File: config.mk
export PLATFORM = sky130hd
export DESIGN_NAME = tx_crc_and_modulation_ctrl
export DESIGN_NICKNAME = d
export VERILOG_FILES = /design/src/design/tx_crc_pkg.sv /design/src/design/tx_crc_and_modulation_ctrl.sv
export VERILOG_INCLUDE_DIRS = /design/src /design/src/design
export SDC_FILE = /design/constraint.sdc
export NUM_CORES = 1
export LEC_CHECK = 0
export ABC_AREA = 1
export BUFFER_PORTS_ARGS = -buffer_cell sky130_fd_sc_hd__buf_4
export CORE_MARGIN = 2
export CORE_UTILIZATION = 55
export DETAILED_ROUTE_END_ITERATION = 16
export GPL_ROUTABILITY_DRIVEN = 0
export PLACE_DENSITY = 0.78
export SYNTH_ARGS = -nofsm -noshare
export SYNTH_HDL_FRONTEND = slang
export SYNTH_SLANG_ARGS = --single-unit
export TNS_END_PERCENT = 1
File: constraint.sdc
create_clock -name ref_clk_in -period 3.24 [get_ports ref_clk_in]
set_input_delay 0.162 -clock ref_clk_in [delete_from_list [all_inputs] [get_ports ref_clk_in]]
set_output_delay 0.162 -clock ref_clk_in [all_outputs]
set_load 0.005 [all_outputs]
File: src/design/tx_crc_defines.svh
// register offsets, field positions, reset values and constants of the transmit control block
// assumes inclusion by bare name from the block and the bench
`ifndef TX_CRC_DEFINES_SVH
`define TX_CRC_DEFINES_SVH

`define OFF_DRIVER_MODE      8'h28
`define OFF_CARRIER_AMP      8'h29
`define OFF_MOD_CTRL         8'h2a
`define OFF_LOAD_OVERSHOOT   8'h2b
`define OFF_CHECK_CFG        8'h2c

`define RST_REG              8'h00

`define BIT_OUT2_INVERT      7
`define BIT_OUT1_INVERT      6
`define BIT_PINS_ON          3
`define MSB_OUTPUT_STYLE     2
`define MSB_CARRIER_TRIM     7
`define LSB_CARRIER_TRIM     6
`define MSB_RESIDUAL         4
`define MSB_EXTRA_MOD        7
`define LSB_EXTRA_MOD        4
`define BIT_CARRIER_FULL     3
`define BIT_MOD_INVERT       2
`define MSB_MOD_SOURCE       1
`define MSB_FIRST_PHASE      7
`define LSB_FIRST_PHASE      4
`define MSB_LOAD_TRIM        3
`define MSB_START_SEL        6
`define LSB_START_SEL        4
`define MSB_WIDTH_SEL        3
`define LSB_WIDTH_SEL        2
`define BIT_COMPLEMENT       1
`define BIT_APPEND_ON        0

`define MASK_DRIVER_MODE     8'hcf
`define MASK_CARRIER_AMP     8'hdf
`define MASK_CHECK_CFG       8'h7f

`define DROP_MV_0            10'h064
`define DROP_MV_1            10'h0fa
`define DROP_MV_2            10'h1f4
`define DROP_MV_3            10'h3e8

`define POLY_5               16'h0009
`define POLY_8               16'h001d
`define POLY_16              16'h1021

`define PRESET16_0           16'h0000
`define PRESET16_1           16'h6363
`define PRESET16_2           16'ha671
`define PRESET16_3           16'hfffe
`define PRESET16_7           16'hffff
`define PRESET8_0            16'h0000
`define PRESET8_1            16'h0012
`define PRESET8_2            16'h00bf
`define PRESET8_3            16'h00fd
`define PRESET8_7            16'h00ff
`define PRESET5_0            16'h0000
`define PRESET5_1            16'h0012
`define PRESET5_7            16'h001f

`endif

File: src/design/tx_crc_pkg.sv
// types of the transmit control block
// uses nothing from the defines header and does not include it
package tx_crc_pkg;
  typedef enum logic [1:0] {ST_IDLE, ST_DATA, ST_CHECK} tx_state_t;
  typedef enum logic [1:0] {CK_5, CK_8, CK_16, CK_RSVD} check_width_t;
  typedef enum logic [1:0] {SRC_NONE, SRC_ENVELOPE, SRC_SERIAL, SRC_RSVD} mod_source_t;

  typedef struct packed {
    logic [7:0] driver_mode_ctrl;
    logic [7:0] carrier_amplitude_ctrl;
    logic [7:0] modulation_ctrl;
    logic [7:0] load_overshoot_ctrl;
    logic [7:0] tx_check_code_cfg;
  } tx_regs_t;

  typedef struct packed {
    tx_regs_t   regs;
    logic [7:0] rdata;
    tx_state_t  state;
    logic [7:0] shift;
    logic [2:0] bit_cnt;
    logic [15:0] crc;
    logic [3:0] crc_cnt;
    logic       ready;
    logic       envelope;
    logic       sync_a;
    logic       sync_b;
    logic       mod_prev;
    logic [3:0] os_cnt;
    logic [1:0] pins;
    logic [9:0] drop_mv;
    logic       busy;
    logic       os_active;
  } tx_ctrl_state_t;
endpackage : tx_crc_pkg

File: src/design/tx_crc_and_modulation_ctrl.sv
// transmit driver settings, modulation select and check-code append for a contactless reader
// assumes a framer on the same clock feeding bytes, and an asynchronous serial modulation pin
//
// Summary of operation
// - bit 7 inverts second antenna pin
// - bit 6 inverts first antenna pin
// - enable bit drives both antenna pins
// - amplitude code selects 100/250/500/1000 mV drop
// - full-carrier bit overrides amplitude reduction
// - residual carrier from bits 4..0
// - bits 7..4 give extra modulation length
// - bit 2 inverts selected modulation
// - source none, envelope or serial input
// - load bits 7..4 first phase overshoot
// - load bits 3..0 trim load current
// - enable bit appends check code
// - complement bit inverts appended code
// - width select 5, 8 or 16 bits
// - start select in bits 6..4
// - fixed start values per code and width
// - code 6 loads stored user start value
// - bytes sent lsb first, code follows
`timescale 1ns/1ns
`default_nettype none
`include "tx_crc_defines.svh"

module tx_crc_and_modulation_ctrl
  import tx_crc_pkg::*;
(
  input  wire logic        ref_clk_in,
  input  wire logic        rst_in,
  input  wire logic [7:0]  reg_addr_in,
  input  wire logic [7:0]  reg_wdata_in,
  input  wire logic        reg_wr_in,
  input  wire logic        reg_rd_in,
  output logic      [7:0]  reg_rdata_out,
  input  wire logic [7:0]  tx_byte_in,
  input  wire logic        tx_byte_valid_in,
  output logic             tx_byte_ready_out,
  output logic             tx_busy_out,
  input  wire logic [15:0] user_preset_in,
  input  wire logic        external_serial_input_in,
  output logic             antenna_out_a_out,
  output logic             antenna_out_b_out,
  output logic      [2:0]  driver_output_style_out,
  output logic             carrier_full_out,
  output logic      [9:0]  carrier_drop_mv_out,
  output logic      [4:0]  residual_carrier_out,
  output logic      [3:0]  extra_mod_length_out,
  output logic             overshoot_active_out,
  output logic      [3:0]  first_phase_overshoot_out,
  output logic      [3:0]  load_current_trim_out
);

  tx_ctrl_state_t st;
  tx_ctrl_state_t next_st;

  // top bit index of the selected check width
  function automatic logic [3:0] check_top(input logic [1:0] w);
    case (check_width_t'(w))
      CK_5:    check_top = 4'h4;
      CK_8:    check_top = 4'h7;
      default: check_top = 4'hf;
    endcase
  endfunction : check_top

  // one serial step of the check register
  function automatic logic [15:0] check_step(input logic [15:0] c, input logic b, input logic [1:0] w);
    logic [15:0] poly;
    logic [15:0] mask;
    logic        fb;
    poly = `POLY_16;
    mask = 16'hffff;
    case (check_width_t'(w))
      CK_5: begin
        poly = `POLY_5;
        mask = 16'h001f;
      end
      CK_8: begin
        poly = `POLY_8;
        mask = 16'h00ff;
      end
      default: begin
        poly = `POLY_16;
        mask = 16'hffff;
      end
    endcase
    fb = c[check_top(w)] ^ b;
    check_step = ({c[14:0], 1'b0} ^ (fb ? poly : 16'h0000)) & mask;
  endfunction : check_step

  // start value by selector and width; undefined codes load zero
  function automatic logic [15:0] check_preset(input logic [2:0] s, input logic [1:0] w,
                                               input logic [15:0] user);
    logic [15:0] v;
    v = 16'h0000;
    case (s)
      3'h1: v = (w == 2'h2) ? `PRESET16_1 : (w == 2'h1) ? `PRESET8_1 : `PRESET5_1;
      3'h2: v = (w == 2'h2) ? `PRESET16_2 : (w == 2'h1) ? `PRESET8_2 : 16'h0000;
      3'h3: v = (w == 2'h2) ? `PRESET16_3 : (w == 2'h1) ? `PRESET8_3 : 16'h0000;
      3'h6: v = (w == 2'h2) ? user : (w == 2'h1) ? {8'h00, user[7:0]} : {11'h000, user[4:0]};
      3'h7: v = (w == 2'h2) ? `PRESET16_7 : (w == 2'h1) ? `PRESET8_7 : `PRESET5_7;
      default: v = 16'h0000;
    endcase
    check_preset = v;
  endfunction : check_preset

  logic [2:0] start_sel;
  logic [1:0] width_sel;
  logic       append_on;
  logic       complement;
  logic       mod_src_bit;
  logic       mod_now;
  logic [1:0] pin_inv;
  logic       take_byte;
  logic [1:0] next_pin;

  always_comb begin
    start_sel  = st.regs.tx_check_code_cfg[`MSB_START_SEL:`LSB_START_SEL];
    width_sel  = st.regs.tx_check_code_cfg[`MSB_WIDTH_SEL:`LSB_WIDTH_SEL];
    append_on  = st.regs.tx_check_code_cfg[`BIT_APPEND_ON];
    complement = st.regs.tx_check_code_cfg[`BIT_COMPLEMENT];
    pin_inv    = {st.regs.driver_mode_ctrl[`BIT_OUT2_INVERT], st.regs.driver_mode_ctrl[`BIT_OUT1_INVERT]};
    case (mod_source_t'(st.regs.modulation_ctrl[`MSB_MOD_SOURCE:0]))
      SRC_ENVELOPE: mod_src_bit = st.envelope;
      SRC_SERIAL:   mod_src_bit = st.sync_b;
      default:      mod_src_bit = 1'b0;
    endcase
    mod_now   = mod_src_bit ^ st.regs.modulation_ctrl[`BIT_MOD_INVERT];
    take_byte = tx_byte_valid_in && st.ready;
  end

  always_comb begin
    next_st = st;
    next_st.rdata = 8'h00;
    if (reg_wr_in) begin
      case (reg_addr_in)
        `OFF_DRIVER_MODE:    next_st.regs.driver_mode_ctrl = reg_wdata_in & `MASK_DRIVER_MODE;
        `OFF_CARRIER_AMP:    next_st.regs.carrier_amplitude_ctrl = reg_wdata_in & `MASK_CARRIER_AMP;
        `OFF_MOD_CTRL:       next_st.regs.modulation_ctrl = reg_wdata_in;
        `OFF_LOAD_OVERSHOOT: next_st.regs.load_overshoot_ctrl = reg_wdata_in;
        `OFF_CHECK_CFG:      next_st.regs.tx_check_code_cfg = reg_wdata_in & `MASK_CHECK_CFG;
        default:             next_st.regs = st.regs;
      endcase
    end
    if (reg_rd_in) begin
      case (reg_addr_in)
        `OFF_DRIVER_MODE:    next_st.rdata = st.regs.driver_mode_ctrl;
        `OFF_CARRIER_AMP:    next_st.rdata = st.regs.carrier_amplitude_ctrl;
        `OFF_MOD_CTRL:       next_st.rdata = st.regs.modulation_ctrl;
        `OFF_LOAD_OVERSHOOT: next_st.rdata = st.regs.load_overshoot_ctrl;
        `OFF_CHECK_CFG:      next_st.rdata = st.regs.tx_check_code_cfg;
        default:             next_st.rdata = 8'h00;
      endcase
    end

    // serial pin synchroniser
    next_st.sync_a = external_serial_input_in;
    next_st.sync_b = st.sync_a;

    // frame sequencer
    case (st.state)
      ST_IDLE: begin
        next_st.envelope = 1'b0;
        if (take_byte) begin
          next_st.shift   = tx_byte_in;
          next_st.bit_cnt = 3'h0;
          next_st.crc     = check_preset(start_sel, width_sel, user_preset_in);
          next_st.ready   = 1'b0;
          next_st.state   = ST_DATA;
        end
      end
      ST_DATA: begin
        next_st.envelope = st.shift[0];
        next_st.crc      = check_step(st.crc, st.shift[0], width_sel);
        next_st.shift    = {1'b0, st.shift[7:1]};
        next_st.bit_cnt  = st.bit_cnt + 3'h1;
        next_st.ready    = (st.bit_cnt == 3'h6);
        if (st.bit_cnt == 3'h7) begin
          if (take_byte) begin
            next_st.shift = tx_byte_in;
          end else if (append_on && width_sel != 2'h3) begin
            next_st.crc_cnt = check_top(width_sel);
            next_st.state   = ST_CHECK;
          end else begin
            next_st.ready = 1'b1;
            next_st.state = ST_IDLE;
          end
        end
      end
      ST_CHECK: begin
        next_st.envelope = st.crc[st.crc_cnt] ^ complement;
        next_st.crc_cnt  = st.crc_cnt - 4'h1;
        if (st.crc_cnt == 4'h0) begin
          next_st.ready = 1'b1;
          next_st.state = ST_IDLE;
        end
      end
      default: begin
        next_st.ready = 1'b1;
        next_st.state = ST_IDLE;
      end
    endcase

    // extra modulation after each modulation onset
    next_st.mod_prev = mod_now;
    if (mod_now && !st.mod_prev) begin
      next_st.os_cnt = st.regs.modulation_ctrl[`MSB_EXTRA_MOD:`LSB_EXTRA_MOD];
    end else if (st.os_cnt != 4'h0) begin
      next_st.os_cnt = st.os_cnt - 4'h1;
    end

    // amplitude reduction, overridden by full carrier
    case (st.regs.carrier_amplitude_ctrl[`MSB_CARRIER_TRIM:`LSB_CARRIER_TRIM])
      2'h0:    next_st.drop_mv = `DROP_MV_0;
      2'h1:    next_st.drop_mv = `DROP_MV_1;
      2'h2:    next_st.drop_mv = `DROP_MV_2;
      default: next_st.drop_mv = `DROP_MV_3;
    endcase
    if (st.regs.modulation_ctrl[`BIT_CARRIER_FULL]) begin
      next_st.drop_mv = 10'h000;
    end

    next_st.pins      = next_pin;
    next_st.busy      = (next_st.state != ST_IDLE);
    next_st.os_active = (next_st.os_cnt != 4'h0);
  end

  // both pins share the enable, each with its own inversion
  generate
    for (genvar p = 0; p < 2; p++) begin : g_pin
      assign next_pin[p] = st.regs.driver_mode_ctrl[`BIT_PINS_ON] & (mod_now ^ pin_inv[p]);
    end
  endgenerate

  always_ff @(posedge ref_clk_in) begin
    if (rst_in) begin
      st       <= '0;
      st.ready <= 1'b1;
      st.state <= ST_IDLE;
      st.regs  <= {5{`RST_REG}};
    end else begin
      st <= next_st;
    end
  end

  assign reg_rdata_out             = st.rdata;
  assign tx_byte_ready_out         = st.ready;
  assign tx_busy_out               = st.busy;
  assign antenna_out_a_out         = st.pins[0];
  assign antenna_out_b_out         = st.pins[1];
  assign driver_output_style_out   = st.regs.driver_mode_ctrl[`MSB_OUTPUT_STYLE:0];
  assign carrier_full_out          = st.regs.modulation_ctrl[`BIT_CARRIER_FULL];
  assign carrier_drop_mv_out       = st.drop_mv;
  assign residual_carrier_out      = st.regs.carrier_amplitude_ctrl[`MSB_RESIDUAL:0];
  assign extra_mod_length_out      = st.regs.modulation_ctrl[`MSB_EXTRA_MOD:`LSB_EXTRA_MOD];
  assign overshoot_active_out      = st.os_active;
  assign first_phase_overshoot_out = st.regs.load_overshoot_ctrl[`MSB_FIRST_PHASE:`LSB_FIRST_PHASE];
  assign load_current_trim_out     = st.regs.load_overshoot_ctrl[`MSB_LOAD_TRIM:0];
endmodule : tx_crc_and_modulation_ctrl

`default_nettype wire

After elaboration in Yosys (flattened, before gate mapping)
Index checks and enable logic that the tools add are counted.

Bits in registers: 100. Input bits: 46. Output and inout bits: 44. Logic and storage cells: 129.

Add/sub/neg operators: 3. $lt $le $gt $ge: 2. Equality and inequality tests: 26. Mux-type cells: 43. Bitwise operators: 10. Reductions and logical operators: 24.

Operators with widths (count): 16-bit two-way mux (7); 16-bit one-hot mux with 5 select lines (1); 27-bit one-hot mux with 2 select lines (1); 8-bit by 6-bit == test with 1-bit output, second input constant (5); 8-bit two-way mux (5); 8-bit one-hot mux with 5 select lines (1); 16-bit one-hot mux with 2 select lines (1); 10-bit one-hot mux with 3 select lines (1); 29-bit two-way mux (1); 13-bit one-hot mux with 2 select lines (1); 16-bit bitwise AND (1); 4-bit two-way mux (4); 4-bit one-hot mux with 2 select lines (2); 16-bit bitwise XOR (1); 15-bit two-way mux (1); 2-bit AND reduction (7); 3-bit == test, second input constant (4); 2-bit != test, second input constant (6); 4-bit by 5-bit < comparator with 1-bit output, second input constant (2); 10-bit two-way mux (1); 5-bit two-way mux (2); 1-bit binary-select mux with 4-bit select (2); 2-bit by 1-bit == test with 1-bit output, second input constant (4); 2-bit == test, second input constant (4); other kinds (21) (43).

Longest topological paths before layout
Gate-level depths: netlist of run 1.

Word-level depth: 10. Gate-level depth with buffers: 13. Mapped depth without buffers: 13.

Worst setup path after synthesis of run 1
No wires, ideal clock.

Path type: register to register. Start: register st[66] (netlist bit). End: register st[32] (netlist bit). Library setup time: 119 ps. Data arrival time: 1573 ps. Required time: 3121 ps. Slack: 1547 ps. Stages on the path, launching flop included: 11. Buffers on the path: 0. Period minus slack after synthesis: 1693 ps. Cell sequence: dfxtp_1 inv_1 ha_1 nor2_4 nand3_1 nand2_2 xor2_4 nand2_1 xor2_1 nand2_1 a21oi_1.

Cells in the longest elaborated chain, start to end: 10. Elaborated cells on any way between the ends: 27. Those cells by class: eq/ne: 2; mux: 21; bitwise: 3; reduce/logical: 1.

Ends and longest elaborated chain: start, declared (RTL line tx_crc_and_modulation_ctrl.sv:55) `tx_ctrl_state_t st;`; start signal, assigned (RTL line tx_crc_and_modulation_ctrl.sv:243) `st <= next_st;`; 2-bit by 1-bit == test with 1-bit output / 2-bit zero test (equally long branches); 4-bit one-hot mux with 2 select lines (RTL line tx_crc_and_modulation_ctrl.sv:60) `case (check_width_t'(w))`; 4-bit two-way mux (RTL line tx_crc_and_modulation_ctrl.sv:162) `case (st.state)`; 1-bit binary-select mux with 4-bit select (RTL line tx_crc_and_modulation_ctrl.sv:88) `fb = c[check_top(w)] ^ b;`; 1-bit two-way mux (not written as such) (RTL line tx_crc_and_modulation_ctrl.sv:88); 1-bit bitwise XOR (RTL line tx_crc_and_modulation_ctrl.sv:88); 16-bit two-way mux (RTL line tx_crc_and_modulation_ctrl.sv:89) `check_step = ({c[14:0], 1'b0} ^ (fb ? poly : 16'h0000)) & mask;`; 16-bit bitwise XOR (RTL line tx_crc_and_modulation_ctrl.sv:89); 16-bit bitwise AND (RTL line tx_crc_and_modulation_ctrl.sv:89); 27-bit one-hot mux with 2 select lines (*) (RTL line tx_crc_and_modulation_ctrl.sv:162).

Mark *: on every way between the ends. The rest lies on a longest branch, timed or not. The select of a mux whose other input is x is not followed. A chain may end at the register's enable or synchronous reset.

Final worst setup path of run 1
Start: register st[55] (netlist bit). End: register st[41] (netlist bit).

Cells in the longest elaborated chain, start to end: 3. Elaborated cells on any way between the ends: 6. Those cells by class: eq/ne: 2; mux: 1; reduce/logical: 3.

Ends and longest elaborated chain (RTL line): 2-bit by 1-bit == test with 1-bit output / 2-bit zero test (equally long branches) (tx_crc_and_modulation_ctrl.sv:162); 2-bit nonzero test (no source line) / 2-bit != test (equally long branches); 2-bit AND reduction (no source line).

Several ways; a longest one is shown, not always the timed one.

==> results by group, run 1 <==
Critical path
  – Arrival time at the worst endpoint: ~2.8 ns
  – Internal reg-to-reg setup slack: ~0.78 ns
  – Maximum fanout count along the critical path: 23
  – CP Launch Type: flop
  – Worst reg-to-reg path cell count: 7
  – Source of the worst register-to-register timing path: st[55]
  – Critical Path RT: 3.53 ns
  – Crit path capture: st[41]
  – Critical path start-end classification: flop to flop
  – Critical register-to-register path endpoint: st[41]
  – Origin of the worst setup path: st[55]
  – Kind of end point of the critical path: flop

Min path
  – Hold Path Class: primary input to flop

Route
  – DRC errors left: 0
  – Detail-routed via count per cell: ~5.5
  – 1st-pass router iterations: 4
  – WL/cell: 14.28 um
  – Routed via count: slightly below 5000
  – Routed wire length: roughly 13000 um
  – Number of nets with antenna violations after detailed routing: 0
  – Initial drt markers: roughly 310

STA
  – Fin worst setup slack: about 0.78 ns
  – Post-layout min period: between 2 and 2.5 ns
  – Count of final hold-check violations: 0
  – RSZ-0062 raised after global routing: false
  – Least-Margin Pin Slew: roughly 0.7 ns
  – Count of endpoints failing setup in the final report: 0
  – TNS Setup: 0 ns
  – Count of pins over their slew limit: 0
  – Fin crit share: 0.7597
  – Worst slew margin: 0.5311
  – Max Clock Skew: around 0.010 ns
  – Upper clock frequency limit: approximately 0.4 GHz

Power and ir drop
  – Power density normalized to cell area: 439.4 nW/um^2
  – Lkg Pwr: roughly 0.0025 uW
  – Maximum vdd ir drop: 0.2621 mV

Floorplan
  – DIE WIDTH: between 100 and 150 um
  – Initial Util: 0.5697
  – Die Y-Extent: ~100 um
  – Top-level I/O count: 90
  – Area of the placeable core: between 9000 and 10000 um^2
  – Row count: 35
  – Die ar.: ~10000 um^2

Run status
  – Result of the run: completed

Yosys
  – Share of flip-flops with an asynchronous set or reset: 0
  – Number of library cell types mapped by synthesis: 45
  – Fraction of the yosys area taken by sequential cells: 0.3692
  – Most numerous cell in the Yosys netlist: sky130_fd_sc_hd__nand2_1
  – Net Count, Synth: a little under 800
  – Top FF cell, synth: sky130_fd_sc_hd__dfxtp_1
  – Cells after synthesis: around 730
  – Number of enable flip-flop cells after synthesis: 0
  – Biggest area contributors in the synthesized netlist: sky130_fd_sc_hd__dfxtp_1 (37%), sky130_fd_sc_hd__nand2_1 (10%), sky130_fd_sc_hd__a21oi_1 (6.4%), sky130_fd_sc_hd__buf_4 (5.5%), sky130_fd_sc_hd__ha_1 (5.2%)
  – Yosys top cell area share: 0.3692
  – Top post-synthesis cells by count: sky130_fd_sc_hd__nand2_1 (142), sky130_fd_sc_hd__dfxtp_1 (98), sky130_fd_sc_hd__a21oi_1 (68), sky130_fd_sc_hd__inv_1 (64), sky130_fd_sc_hd__nor2_1 (48)
  – Library cell with the largest summed area after synthesis: sky130_fd_sc_hd__dfxtp_1
  – Netlist area before placement: between 5000 and 6000 um^2
  – Total of flip-flops plus latches after synthesis: between 90 and 100
  – Yosys warning total: 0
  – Average footprint of a synthesized cell: roughly 7.3 um^2

Place
  – Post-detailed-placement half-perimeter wirelength: 9665 um
  – Port Buffers: 88
  – Pre-CTS setup slack: between 0.8 and 0.9 ns

Finish
  – Area growth from synthesis to final layout: 12.01%
  – Sequential cell area: 1962 um^2
  – Footprint of the multi-input gates: about 2600 um^2
  – Layout fillers: just over 800
  – Nets: roughly 840
  – Fraction of final layout cells with drive strength greater than 1: 0.2135
  – Number of antenna repair diodes: 0

Clock network
  – Insertion delay to the later sink of the worst-skew pair: between 0.3 and 0.4 ns
  – Clock slew seen by the registers of the worst setup and hold paths: 0.10 ns
  – Number of buffers created by CTS: 9
  – H-tree level count: 3
  – CTS max path bufs: 2
  – TritonCTS Sinks: roughly 100
  – Clock tree from TritonCTS: done
  – Post-CTS Setup Inserts: 0
  – CTS Root Cell: sky130_fd_sc_hd__clkbuf_8

Global routing
  – Wire length of the first global-routing pass: 20510 um
  – Number of global-route vias before repair: 4472
  – Antenna violations before repair: 0
  – Largest net degree at the start of global routing: 48
  – All-Layer GR Usage: 0.2467
  – Total congestion overflow: 0

Run
  – Max-Cap Viols: 0
## worst max-delay path, cell delays in order (launching register included)
cell	delay, ns
sky130_fd_sc_hd__dfxtp_1	0.35
sky130_fd_sc_hd__inv_1	0.08
sky130_fd_sc_hd__ha_1	0.51
sky130_fd_sc_hd__inv_2	0.21
sky130_fd_sc_hd__o21ai_2	0.58
sky130_fd_sc_hd__buf_4	0.35
sky130_fd_sc_hd__o21ai_0	0.10
sky130_fd_sc_hd__a31oi_1	0.19
## per-stage QoR
step           hold WS (ns)  cells  utilization  instance area [um^2]  total power (uW)
6_report            0.06324    902       0.6381                  5952              2615
5_1_grt             0.06026    902       0.6381                  5952              2735
4_1_cts             0.05661    902       0.6381                  5952              2621
3_5_place_dp         0.3715    885       0.6162                  5748              1858
3_3_place_gp         0.3698    885       0.6162                  5748              1827
2_1_floorplan        0.2690    727            -                  5314              1703
## routing by layer
layer	wire, um	up-vias	GRT usage
met5	0	-	0
met4	300	0	0.09744
met3	825	32	0.03694
met2	6255	202	0.4226
met1	5501	2286	0.3130
li1	-	2441	-
## placed cells by master (no fill, tap or decap), drive strengths merged
cell	synthesis	final
a211oi	7	7
a21oi	74	74
a221oi	8	8
a22oi	5	5
a31oi	14	14
and2	1	1
buf	52	89
clkbuf	8	10
clkinv	2	4
clkinvlp	0	1
conb	1	1
dfxtp	98	98
dlygate4sd3	0	1
ha	22	22
inv	90	93
nand2	148	148
nand3	50	50
nand4	2	2
nor2	56	56
nor3	9	9
o2111ai	1	1
o211ai	4	4
o21ai	59	59
o22ai	5	5
o311a	1	1
o31ai	1	1
or2	4	4
xor2	5	5
## how the worst min path moves through the flow
stage / slack, ns / end / depth (start not counted) / start
final: 0.06 / reg_rdata_out[7] / 3 / reg_rd_in
after global routing: 0.06 / reg_rdata_out[4] / 3 / reg_rd_in
after CTS: 0.06 / reg_rdata_out[7] / 3 / reg_rd_in
after detailed placement: 0.37 / next_st[19] / 3 / external_serial_input_in
after global placement: 0.37 / next_st[19] / 3 / external_serial_input_in
after floorplan: 0.27 / next_st[19] / 2 / external_serial_input_in
## kinds of logic after synthesis
logic type / share of synthesized area
AND/OR/NAND/NOR: 0.2305
buffers and inverters: 0.1406
other: 0.0007057
adder cells (fa/ha/maj): 0.05180
AO/OA/AOI/OAI: 0.1954
flip-flops: 0.3692
XOR/XNOR: 0.01177
## power by group
group          switching [uW]  leakage, uW  internal (uW)
Combinational             298      0.00165            195
Sequential               59.0     0.000797           1290
Clock                     461    0.0000969            317
Total                     817      0.00254           1800
## sequential cells by signal (all words and copies together) (netlist names)
register	flops
carrier_full_out	1
driver_output_style_out	3
first_phase_overshoot_out	4
pin_inv	2
next_st	1
reg_rdata_out	8
tx_byte_ready_out	1
residual_carrier_out	5
antenna_out_a_out	1
complement	1
overshoot_active_out	1
tx_busy_out	1
extra_mod_length_out	4
antenna_out_b_out	1
append_on	1
st	51
load_current_trim_out	4
carrier_drop_mv_out	8
## layout make-up
| cell class | instances | share of cell area |
|---|---|---|
| multi-input combinational | 477 | 0.4383 |
| timing repair buffer | 90 | 0.1139 |
| tap | 129 | 0.02712 |
| sequential | 98 | 0.3296 |
| clock buffer | 10 | 0.02312 |
| inverter | 92 | 0.05844 |
| clock inverter | 6 | 0.009460 |
## repair_timing
action                    4_1_cts  5_1_grt
hold buffers                    1        0
hold endpoints to repair        1        0
resized for setup               0        0
Note: power is estimated with default switching activity, not from simulation.
==> run 2, diff against run 1 <==
--- a/config.mk
+++ b/config.mk
@@ -9,10 +9,10 @@
 export ABC_AREA = 1
 export BUFFER_PORTS_ARGS = -buffer_cell sky130_fd_sc_hd__buf_4
 export CORE_MARGIN = 2
-export CORE_UTILIZATION = 55
+export CORE_UTILIZATION = 51
 export DETAILED_ROUTE_END_ITERATION = 16
 export GPL_ROUTABILITY_DRIVEN = 0
-export PLACE_DENSITY = 0.78
+export PLACE_DENSITY = 0.76
 export SYNTH_ARGS = -nofsm -noshare
 export SYNTH_HDL_FRONTEND = slang
 export SYNTH_SLANG_ARGS = --single-unit
==> constraint.sdc (replaced) <==
create_clock -name ref_clk_in -period 2 [get_ports ref_clk_in]
set_input_delay 0.1 -clock ref_clk_in [delete_from_list [all_inputs] [get_ports ref_clk_in]]
set_output_delay 0.1 -clock ref_clk_in [all_outputs]
set_load 0.005 [all_outputs]
==> run 2 against run 1 <==
Worst hold slack worse by 0.048 ns. Largest power group unchanged. First-iteration DRC count is 15% lower. Non-clock buffer count is 15 higher.
==> results by group, run 2 (synthesized netlist as in run 1, its figures left out) <==
Global routing
  – Most congested layer reported by global routing: met2
  – Global Route met3 Usage: 0.05395 (+0.01702)
  – Met2 Usage GRT: 0.4115 (-0.01105)
  – Antenna violations before repair: 0 (unchanged)
  – Wire length of the first global-routing pass: 21650 um (+5.6%)
  – Global-route track usage on met1: 0.2796 (-0.03336)
  – All-Layer GR Usage: 0.2390 (-0.007697)
  – Largest net degree at the start of global routing: 40 (-17%)
  – Number of global-route vias before repair: 4719 (+5.5%)
  – Total congestion overflow: 0 (unchanged)

Route
  – Detail-routed via count per cell: 5.360 (-2.5%)
  – DRC errors left: 0 (unchanged)
  – Number of nets with antenna violations after detailed routing: 0 (unchanged)
  – WL/cell: 14.14 um (-0.97%)
  – Routed wire length: 13070 um (+1.4%)
  – Routed via count: 4953 (-0.16%)
  – 1st-pass router iterations: 5 (+1)
  – Initial drt markers: 266 (-15%)

Power and ir drop
  – Maximum vdd ir drop: 0.4147 mV (+58%)
  – Power density normalized to cell area: 700.2 nW/um^2 (+59%)
  – Share of power burned in combinational logic: 0.193 (+0.005)
  – Portion of total power attributed to the clock network: 0.298 (about the same)
  – Lkg Pwr: 0.002610 uW (+2.7%)
  – Design Power: 4275 uW (+63%)
  – Power dissipated by switching net loads: 1340 uW (+64%)
  – Switching Fraction: 0.3134 (+0.0008415)
  – Cell Int Power: 2935 uW (+63%)
  – Sequential share of power: 0.510 (-0.004)

STA
  – Max Clock Skew: 0.01202 ns (+0.001760 ns)
  – Fin crit share: 0.9244 (+0.1648)
  – Count of pins over their slew limit: 0 (unchanged)
  – RSZ-0062 raised after global routing: false
  – Count of endpoints failing setup in the final report: 0 (unchanged)
  – Post-layout min period: 1.849 ns (-0.6124 ns)
  – Upper clock frequency limit: 0.5409 GHz (+33%)
  – Count of final hold-check violations: 0 (unchanged)
  – TNS Setup: 0 ns (unchanged)

Clock network
  – CTS Root Cell: sky130_fd_sc_hd__clkbuf_8
  – Number of buffers created by CTS: 9 (unchanged)
  – Clock tree from TritonCTS: done
  – TritonCTS Sinks: 98 (unchanged)
  – Clock slew seen by the registers of the worst setup and hold paths: 0.10 ns (about the same)
  – H-tree level count: 3 (unchanged)
  – CTS max path bufs: 2 (unchanged)
  – Insertion delay to the later sink of the worst-skew pair: 0.38 ns (about the same)
  – Post-CTS Setup Inserts: 0 (unchanged)

Critical path
  – Most numerous cell on the critical path: sky130_fd_sc_hd__nand2_1
  – Slowest cell on the critical path: sky130_fd_sc_hd__dfxtp_1
  – Ordered cell list for the critical path: inv_2 -> ha_2 -> nor2_4 -> nand3_1 -> nand2_2 -> xor2_4 -> nand2_1 -> xor2_1 -> nand2_1 -> a21oi_1
  – Maximum fanout count along the critical path: 6 (-74%)
  – Arrival time at the worst endpoint: 2.16 ns (-0.59 ns)
  – Critical Path RT: 2.31 ns (-1.22 ns)
  – Kind of end point of the critical path: flop
  – Family with the most delay on the worst path: simple AND/OR/NAND/NOR gates
  – CP Launch Type: flop
  – Internal reg-to-reg setup slack: 0.15 ns (-0.63 ns)
  – Critical path start-end classification: flop to flop
  – Worst path buffer plus inverter count: 1 (-2)
  – Max stage delay on crit path: 0.38 ns (-0.20 ns)

Floorplan
  – Initial Util: 0.5194 (-0.05030)
  – Row count: 37 (+5.7%)
  – DIE WIDTH: 106.1 um (+3.7%)
  – Top-level I/O count: 90 (unchanged)
  – Die Y-Extent: 106.1 um (+3.7%)
  – Area of the placeable core: 10230 um^2 (+9.7%)
  – Die ar.: 11250 um^2 (+7.5%)

Finish
  – Most flops, register: st
  – Fraction of final layout cells with drive strength greater than 1: 0.2221 (+0.008627)
  – Leading cell type in the layout, fill and taps excluded: sky130_fd_sc_hd__nand2_1
  – Highest-count cells in the layout ignoring fill and taps: sky130_fd_sc_hd__nand2_1 (142), sky130_fd_sc_hd__dfxtp_1 (97), sky130_fd_sc_hd__buf_4 (94), sky130_fd_sc_hd__a21oi_1 (68), sky130_fd_sc_hd__inv_1 (62)
  – Largest register FFs: 51 (unchanged)
  – Area growth from synthesis to final layout: 14.88%
  – Number of antenna repair diodes: 0 (unchanged)
  – Nets: 851 (+1.8%)
  – Layout fillers: 966 (+19%)

Place
  – Post-detailed-placement half-perimeter wirelength: 9656 um (about the same)
  – Port Buffers: 88 (unchanged)

Run status
  – Result of the run: completed

Min path
  – Hold Path Class: primary input to flop

Run
  – Max-Cap Viols: 0 (unchanged)
run 2: cell count changes in the layout (fill, tap and decap cells not counted), sizes merged:
cell,before,now
buf,89,94
clkinv,4,3
inv,93,94
dlygate4sd3,1,11
run 2: final timing paths:
| kind | to | from | cells past startpoint |
|---|---|---|---|
| setup / recovery | st[32] | st[67] | 10 |
| hold / removal | load_current_trim_out[1] | reg_wdata_in[1] | 3 |
| hold reg to reg | st[19] | next_st[19] | 2 |
| setup reg to reg | st[32] | st[67] | 10 |
run 2: power groups by stage:
stage | clock (uW) | sequential [uW] | combinational (uW)
CTS | 1300 | 2180 | 818
detailed placement | 0 | 2220 | 796
floorplan | 0 | 2200 | 561
global route | 1390 | 2190 | 926
finish | 1270 | 2180 | 824
global placement | 0 | 2220 | 767
run 2: per-layer routing:
metal	share of wire	wire length [um]
met5	0	0
met4	0.041	536
met3	0.067	871
met2	0.48	6278
met1	0.41	5382
run 2: metrics by stage:
stage,util,area (um^2),worst slack (ns),hold WS (ns),std cells
floorplan,-,5314,0.3073,0.2070,727
global placement,0.5663,5794,0.2068,0.3109,897
detailed placement,0.5663,5794,0.09117,0.3169,897
CTS,0.5961,6098,0.05752,0.003963,924
global route,0.5967,6105,0.007714,0.004220,924
finish,0.5967,6105,0.1511,0.01486,924
run 2: timing repair:
item,4_1_cts,5_1_grt
setup endpoints to repair,0,6
gates resized for setup,0,8
endpoints found under the hold margin,12,0
hold buffers,11,0
run 2: layout make-up:
class,count,area [um^2],area share
Multi-Input combinational cell,477,2614,0.4282
Tap cell,136,170.2,0.02787
Sequential cell,98,1963,0.3216
Inverter,92,347.8,0.05698
Timing Repair Buffer,105,815.8,0.1336
Clock inverter,6,56.30,0.009223
Clock buffer,10,137.6,0.02255
run 2: worst min-delay path, delay by kind of cell:
family | cells | cell delay, ns
compound gates | 1 | 0.05
simple gates | 1 | 0.06
buf+inv | 1 | 0.13
==> run 3, diff against run 2 <==
--- a/config.mk
+++ b/config.mk
@@ -8,6 +8,7 @@
 export LEC_CHECK = 0
 export ABC_AREA = 1
 export BUFFER_PORTS_ARGS = -buffer_cell sky130_fd_sc_hd__buf_4
+export CORE_ASPECT_RATIO = 1.2
 export CORE_MARGIN = 2
 export CORE_UTILIZATION = 51
 export DETAILED_ROUTE_END_ITERATION = 16
==> run 3 against run 2 <==
Combinational power down 0.6%. Maximum frequency decreased by 1.0%. Non-clock buffer count shrank 9. Critical endpoint unchanged. Highest routed layer unchanged.
==> results by group, run 3 (synthesized netlist as in run 1, its figures left out) <==
Clock network
  – TritonCTS Sinks: 98 (unchanged)
  – Number of buffers created by CTS: 9 (unchanged)
  – Insertion delay to the later sink of the worst-skew pair: 0.35 ns (-0.03 ns)
  – Clock tree from TritonCTS: done
  – CTS Root Cell: sky130_fd_sc_hd__clkbuf_16
  – CTS max path bufs: 2 (unchanged)
  – H-tree level count: 3 (unchanged)
  – Clock slew seen by the registers of the worst setup and hold paths: 0.07 ns (-0.03 ns)

Critical path
  – Max stage delay on crit path: 0.36 ns (-0.02 ns)
  – Ordered cell list for the critical path: inv_1 -> ha_1 -> nor2_4 -> nand3_1 -> nand2_2 -> xor2_4 -> nand2_1 -> xor2_1 -> nand2_1 -> a21oi_1
  – Arrival time at the worst endpoint: 2.15 ns (about the same)
  – Kind of end point of the critical path: flop
  – Critical Path RT: 2.28 ns (-0.03 ns)
  – Slowest cell on the critical path: sky130_fd_sc_hd__dfxtp_2
  – Worst path buffer plus inverter count: 1 (unchanged)
  – Most numerous cell on the critical path: sky130_fd_sc_hd__nand2_1
  – CP Launch Type: flop
  – Critical path start-end classification: flop to flop
  – Family with the most delay on the worst path: simple AND/OR/NAND/NOR gates
  – Maximum fanout count along the critical path: 6 (unchanged)

STA
  – RSZ-0062 raised after global routing: false
  – TNS Setup: 0 ns (unchanged)
  – Count of final hold-check violations: 0 (unchanged)
  – Count of endpoints failing setup in the final report: 0 (unchanged)
  – Upper clock frequency limit: 0.5352 GHz (-1.0%)
  – Post-layout min period: 1.868 ns (+0.01947 ns)
  – Max Clock Skew: 0.009845 ns (-0.002179 ns)
  – Count of pins over their slew limit: 0 (unchanged)
  – Fin crit share: 0.9342 (+0.009733)

Route
  – DRC errors left: 0 (unchanged)
  – Detail-routed via count per cell: 5.569 (+3.9%)
  – Routed via count: 5040 (+1.8%)
  – WL/cell: 14.58 um (+3.1%)
  – Number of nets with antenna violations after detailed routing: 0 (unchanged)
  – 1st-pass router iterations: 5 (unchanged)
  – Initial drt markers: 263 (-1.1%)
  – Routed wire length: 13190 um (+0.95%)

Power and ir drop
  – Lkg Pwr: 0.002626 uW (+0.62%)
  – Share of power burned in combinational logic: 0.171 (-0.022)
  – Cell Int Power: 3457 uW (+18%)
  – Design Power: 4804 uW (+12%)
  – Portion of total power attributed to the clock network: 0.375 (+0.077)
  – Sequential share of power: 0.454 (-0.056)
  – Switching Fraction: 0.2803 (-0.03309)
  – Power dissipated by switching net loads: 1347 uW (+0.52%)
  – Power density normalized to cell area: 785.2 nW/um^2 (+12%)
  – Maximum vdd ir drop: 0.4870 mV (+17%)

Place
  – Port Buffers: 88 (unchanged)
  – Post-detailed-placement half-perimeter wirelength: 9712 um (+0.58%)

Floorplan
  – DIE WIDTH: 97.18 um (-8.4%)
  – Die Y-Extent: 115.8 um (+9.2%)
  – Top-level I/O count: 90 (unchanged)
  – Initial Util: 0.5282 (+0.008850)
  – Row count: 40 (+8.1%)
  – Die ar.: 11250 um^2 (about the same)
  – Area of the placeable core: 10060 um^2 (-1.7%)

Global routing
  – Largest net degree at the start of global routing: 40 (unchanged)
  – Total congestion overflow: 0 (unchanged)
  – All-Layer GR Usage: 0.2378 (-0.001211)
  – Wire length of the first global-routing pass: 21770 um (+0.57%)
  – Antenna violations before repair: 0 (unchanged)
  – Number of global-route vias before repair: 4766 (+1.0%)

Run status
  – Result of the run: completed

Finish
  – Highest-count cells in the layout ignoring fill and taps: sky130_fd_sc_hd__nand2_1 (142), sky130_fd_sc_hd__dfxtp_1 (97), sky130_fd_sc_hd__buf_4 (95), sky130_fd_sc_hd__a21oi_1 (68), sky130_fd_sc_hd__inv_1 (63)
  – Footprint of the multi-input gates: 2614 um^2 (unchanged)
  – Nets: 842 (-1.1%)
  – Most flops, register: st
  – Sequential cell area: 1963 um^2 (unchanged)
  – Number of antenna repair diodes: 0 (unchanged)
  – Area growth from synthesis to final layout: 15.14%
  – Largest register FFs: 51 (unchanged)
  – Layout fillers: 916 (-5.2%)
  – Fraction of final layout cells with drive strength greater than 1: 0.2246 (+0.002566)
  – Leading cell type in the layout, fill and taps excluded: sky130_fd_sc_hd__nand2_1

Min path
  – Hold Path Class: primary input to flop

Run
  – Max-Cap Viols: 0 (unchanged)
[run 3: cell types whose count changed in the layout (fill, tap and decap cells not counted)]
cell / previous run / this run
sky130_fd_sc_hd__buf_4: 94 / 95
sky130_fd_sc_hd__bufinv_16: 0 / 1
sky130_fd_sc_hd__clkbuf_16: 0 / 9
sky130_fd_sc_hd__clkbuf_8: 10 / 2
sky130_fd_sc_hd__clkinv_2: 0 / 1
sky130_fd_sc_hd__dlygate4sd3_1: 11 / 1
sky130_fd_sc_hd__inv_1: 62 / 63
sky130_fd_sc_hd__inv_2: 27 / 26
sky130_fd_sc_hd__inv_6: 2 / 1
sky130_fd_sc_hd__inv_8: 2 / 0
[run 3: power groups by stage]
stage                     sequential (uW)  combinational, uW  clock (uW)
final                                2180                819        1800
after global routing                 2190                942        1900
after CTS                            2180                809        1820
after detailed placement             2220                802           0
after global placement               2220                772           0
after floorplan                      2200                561           0
[run 3: final timing paths]
check	from	endpoint	slack [ns]	cells past startpoint
worst min-delay path	tx_byte_in[3]	st[49]	0.02	3
worst max register to register	st[66]	st[32]	0.13	10
worst min register to register	next_st[19]	st[19]	0.40	2
worst max-delay path	st[66]	st[32]	0.13	10
[run 3: what timing repair did]
item	4_1_cts	5_1_grt
buffers inserted	0	1
hold buffers	1	0
gates resized for setup	0	7
setup endpoints to repair	0	5
hold endpoints to repair	1	0
[run 3: per-layer routing]
metal / up-vias / track usage / share of wire
li1: 2464 / - / -
met5: - / 0 / 0
met2: 212 / 0.4366 / 0.51
met4: 0 / 0.1249 / 0.035
met1: 2329 / 0.2676 / 0.39
met3: 35 / 0.03739 / 0.067
[run 3: cell type report]
type	count	area share
multi-input cells	477	0.4272
flip-flops and latches	98	0.3209
inverters	92	0.05685
clock buffers	11	0.04131
repair buffers	96	0.1182
clock inverters	5	0.009816
well taps	126	0.02577
[run 3: per-stage QoR]
step           setup WS, ns  area [um^2]  cells  utilization  hold slack, ns
6_report             0.1316         6118    905       0.6082         0.02076
3_5_place_dp        0.09921         5782    887       0.5748          0.3121
2_1_floorplan        0.3073         5314    727            -          0.2070
5_1_grt            0.006848         6118    905       0.6082         0.04377
4_1_cts             0.06846         6105    904       0.6068         0.01830
3_3_place_gp         0.2118         5782    887       0.5748          0.3138
[run 3: worst reg2reg max path, cell delays in order (launching register included)]
cell                      delay (ns)
sky130_fd_sc_hd__dfxtp_2        0.36
sky130_fd_sc_hd__inv_1          0.11
sky130_fd_sc_hd__ha_1           0.25
sky130_fd_sc_hd__nor2_4         0.17
sky130_fd_sc_hd__nand3_1        0.11
sky130_fd_sc_hd__nand2_2        0.12
sky130_fd_sc_hd__xor2_4         0.24
sky130_fd_sc_hd__nand2_1        0.11
sky130_fd_sc_hd__xor2_1         0.15
sky130_fd_sc_hd__nand2_1        0.07
sky130_fd_sc_hd__a21oi_1        0.12
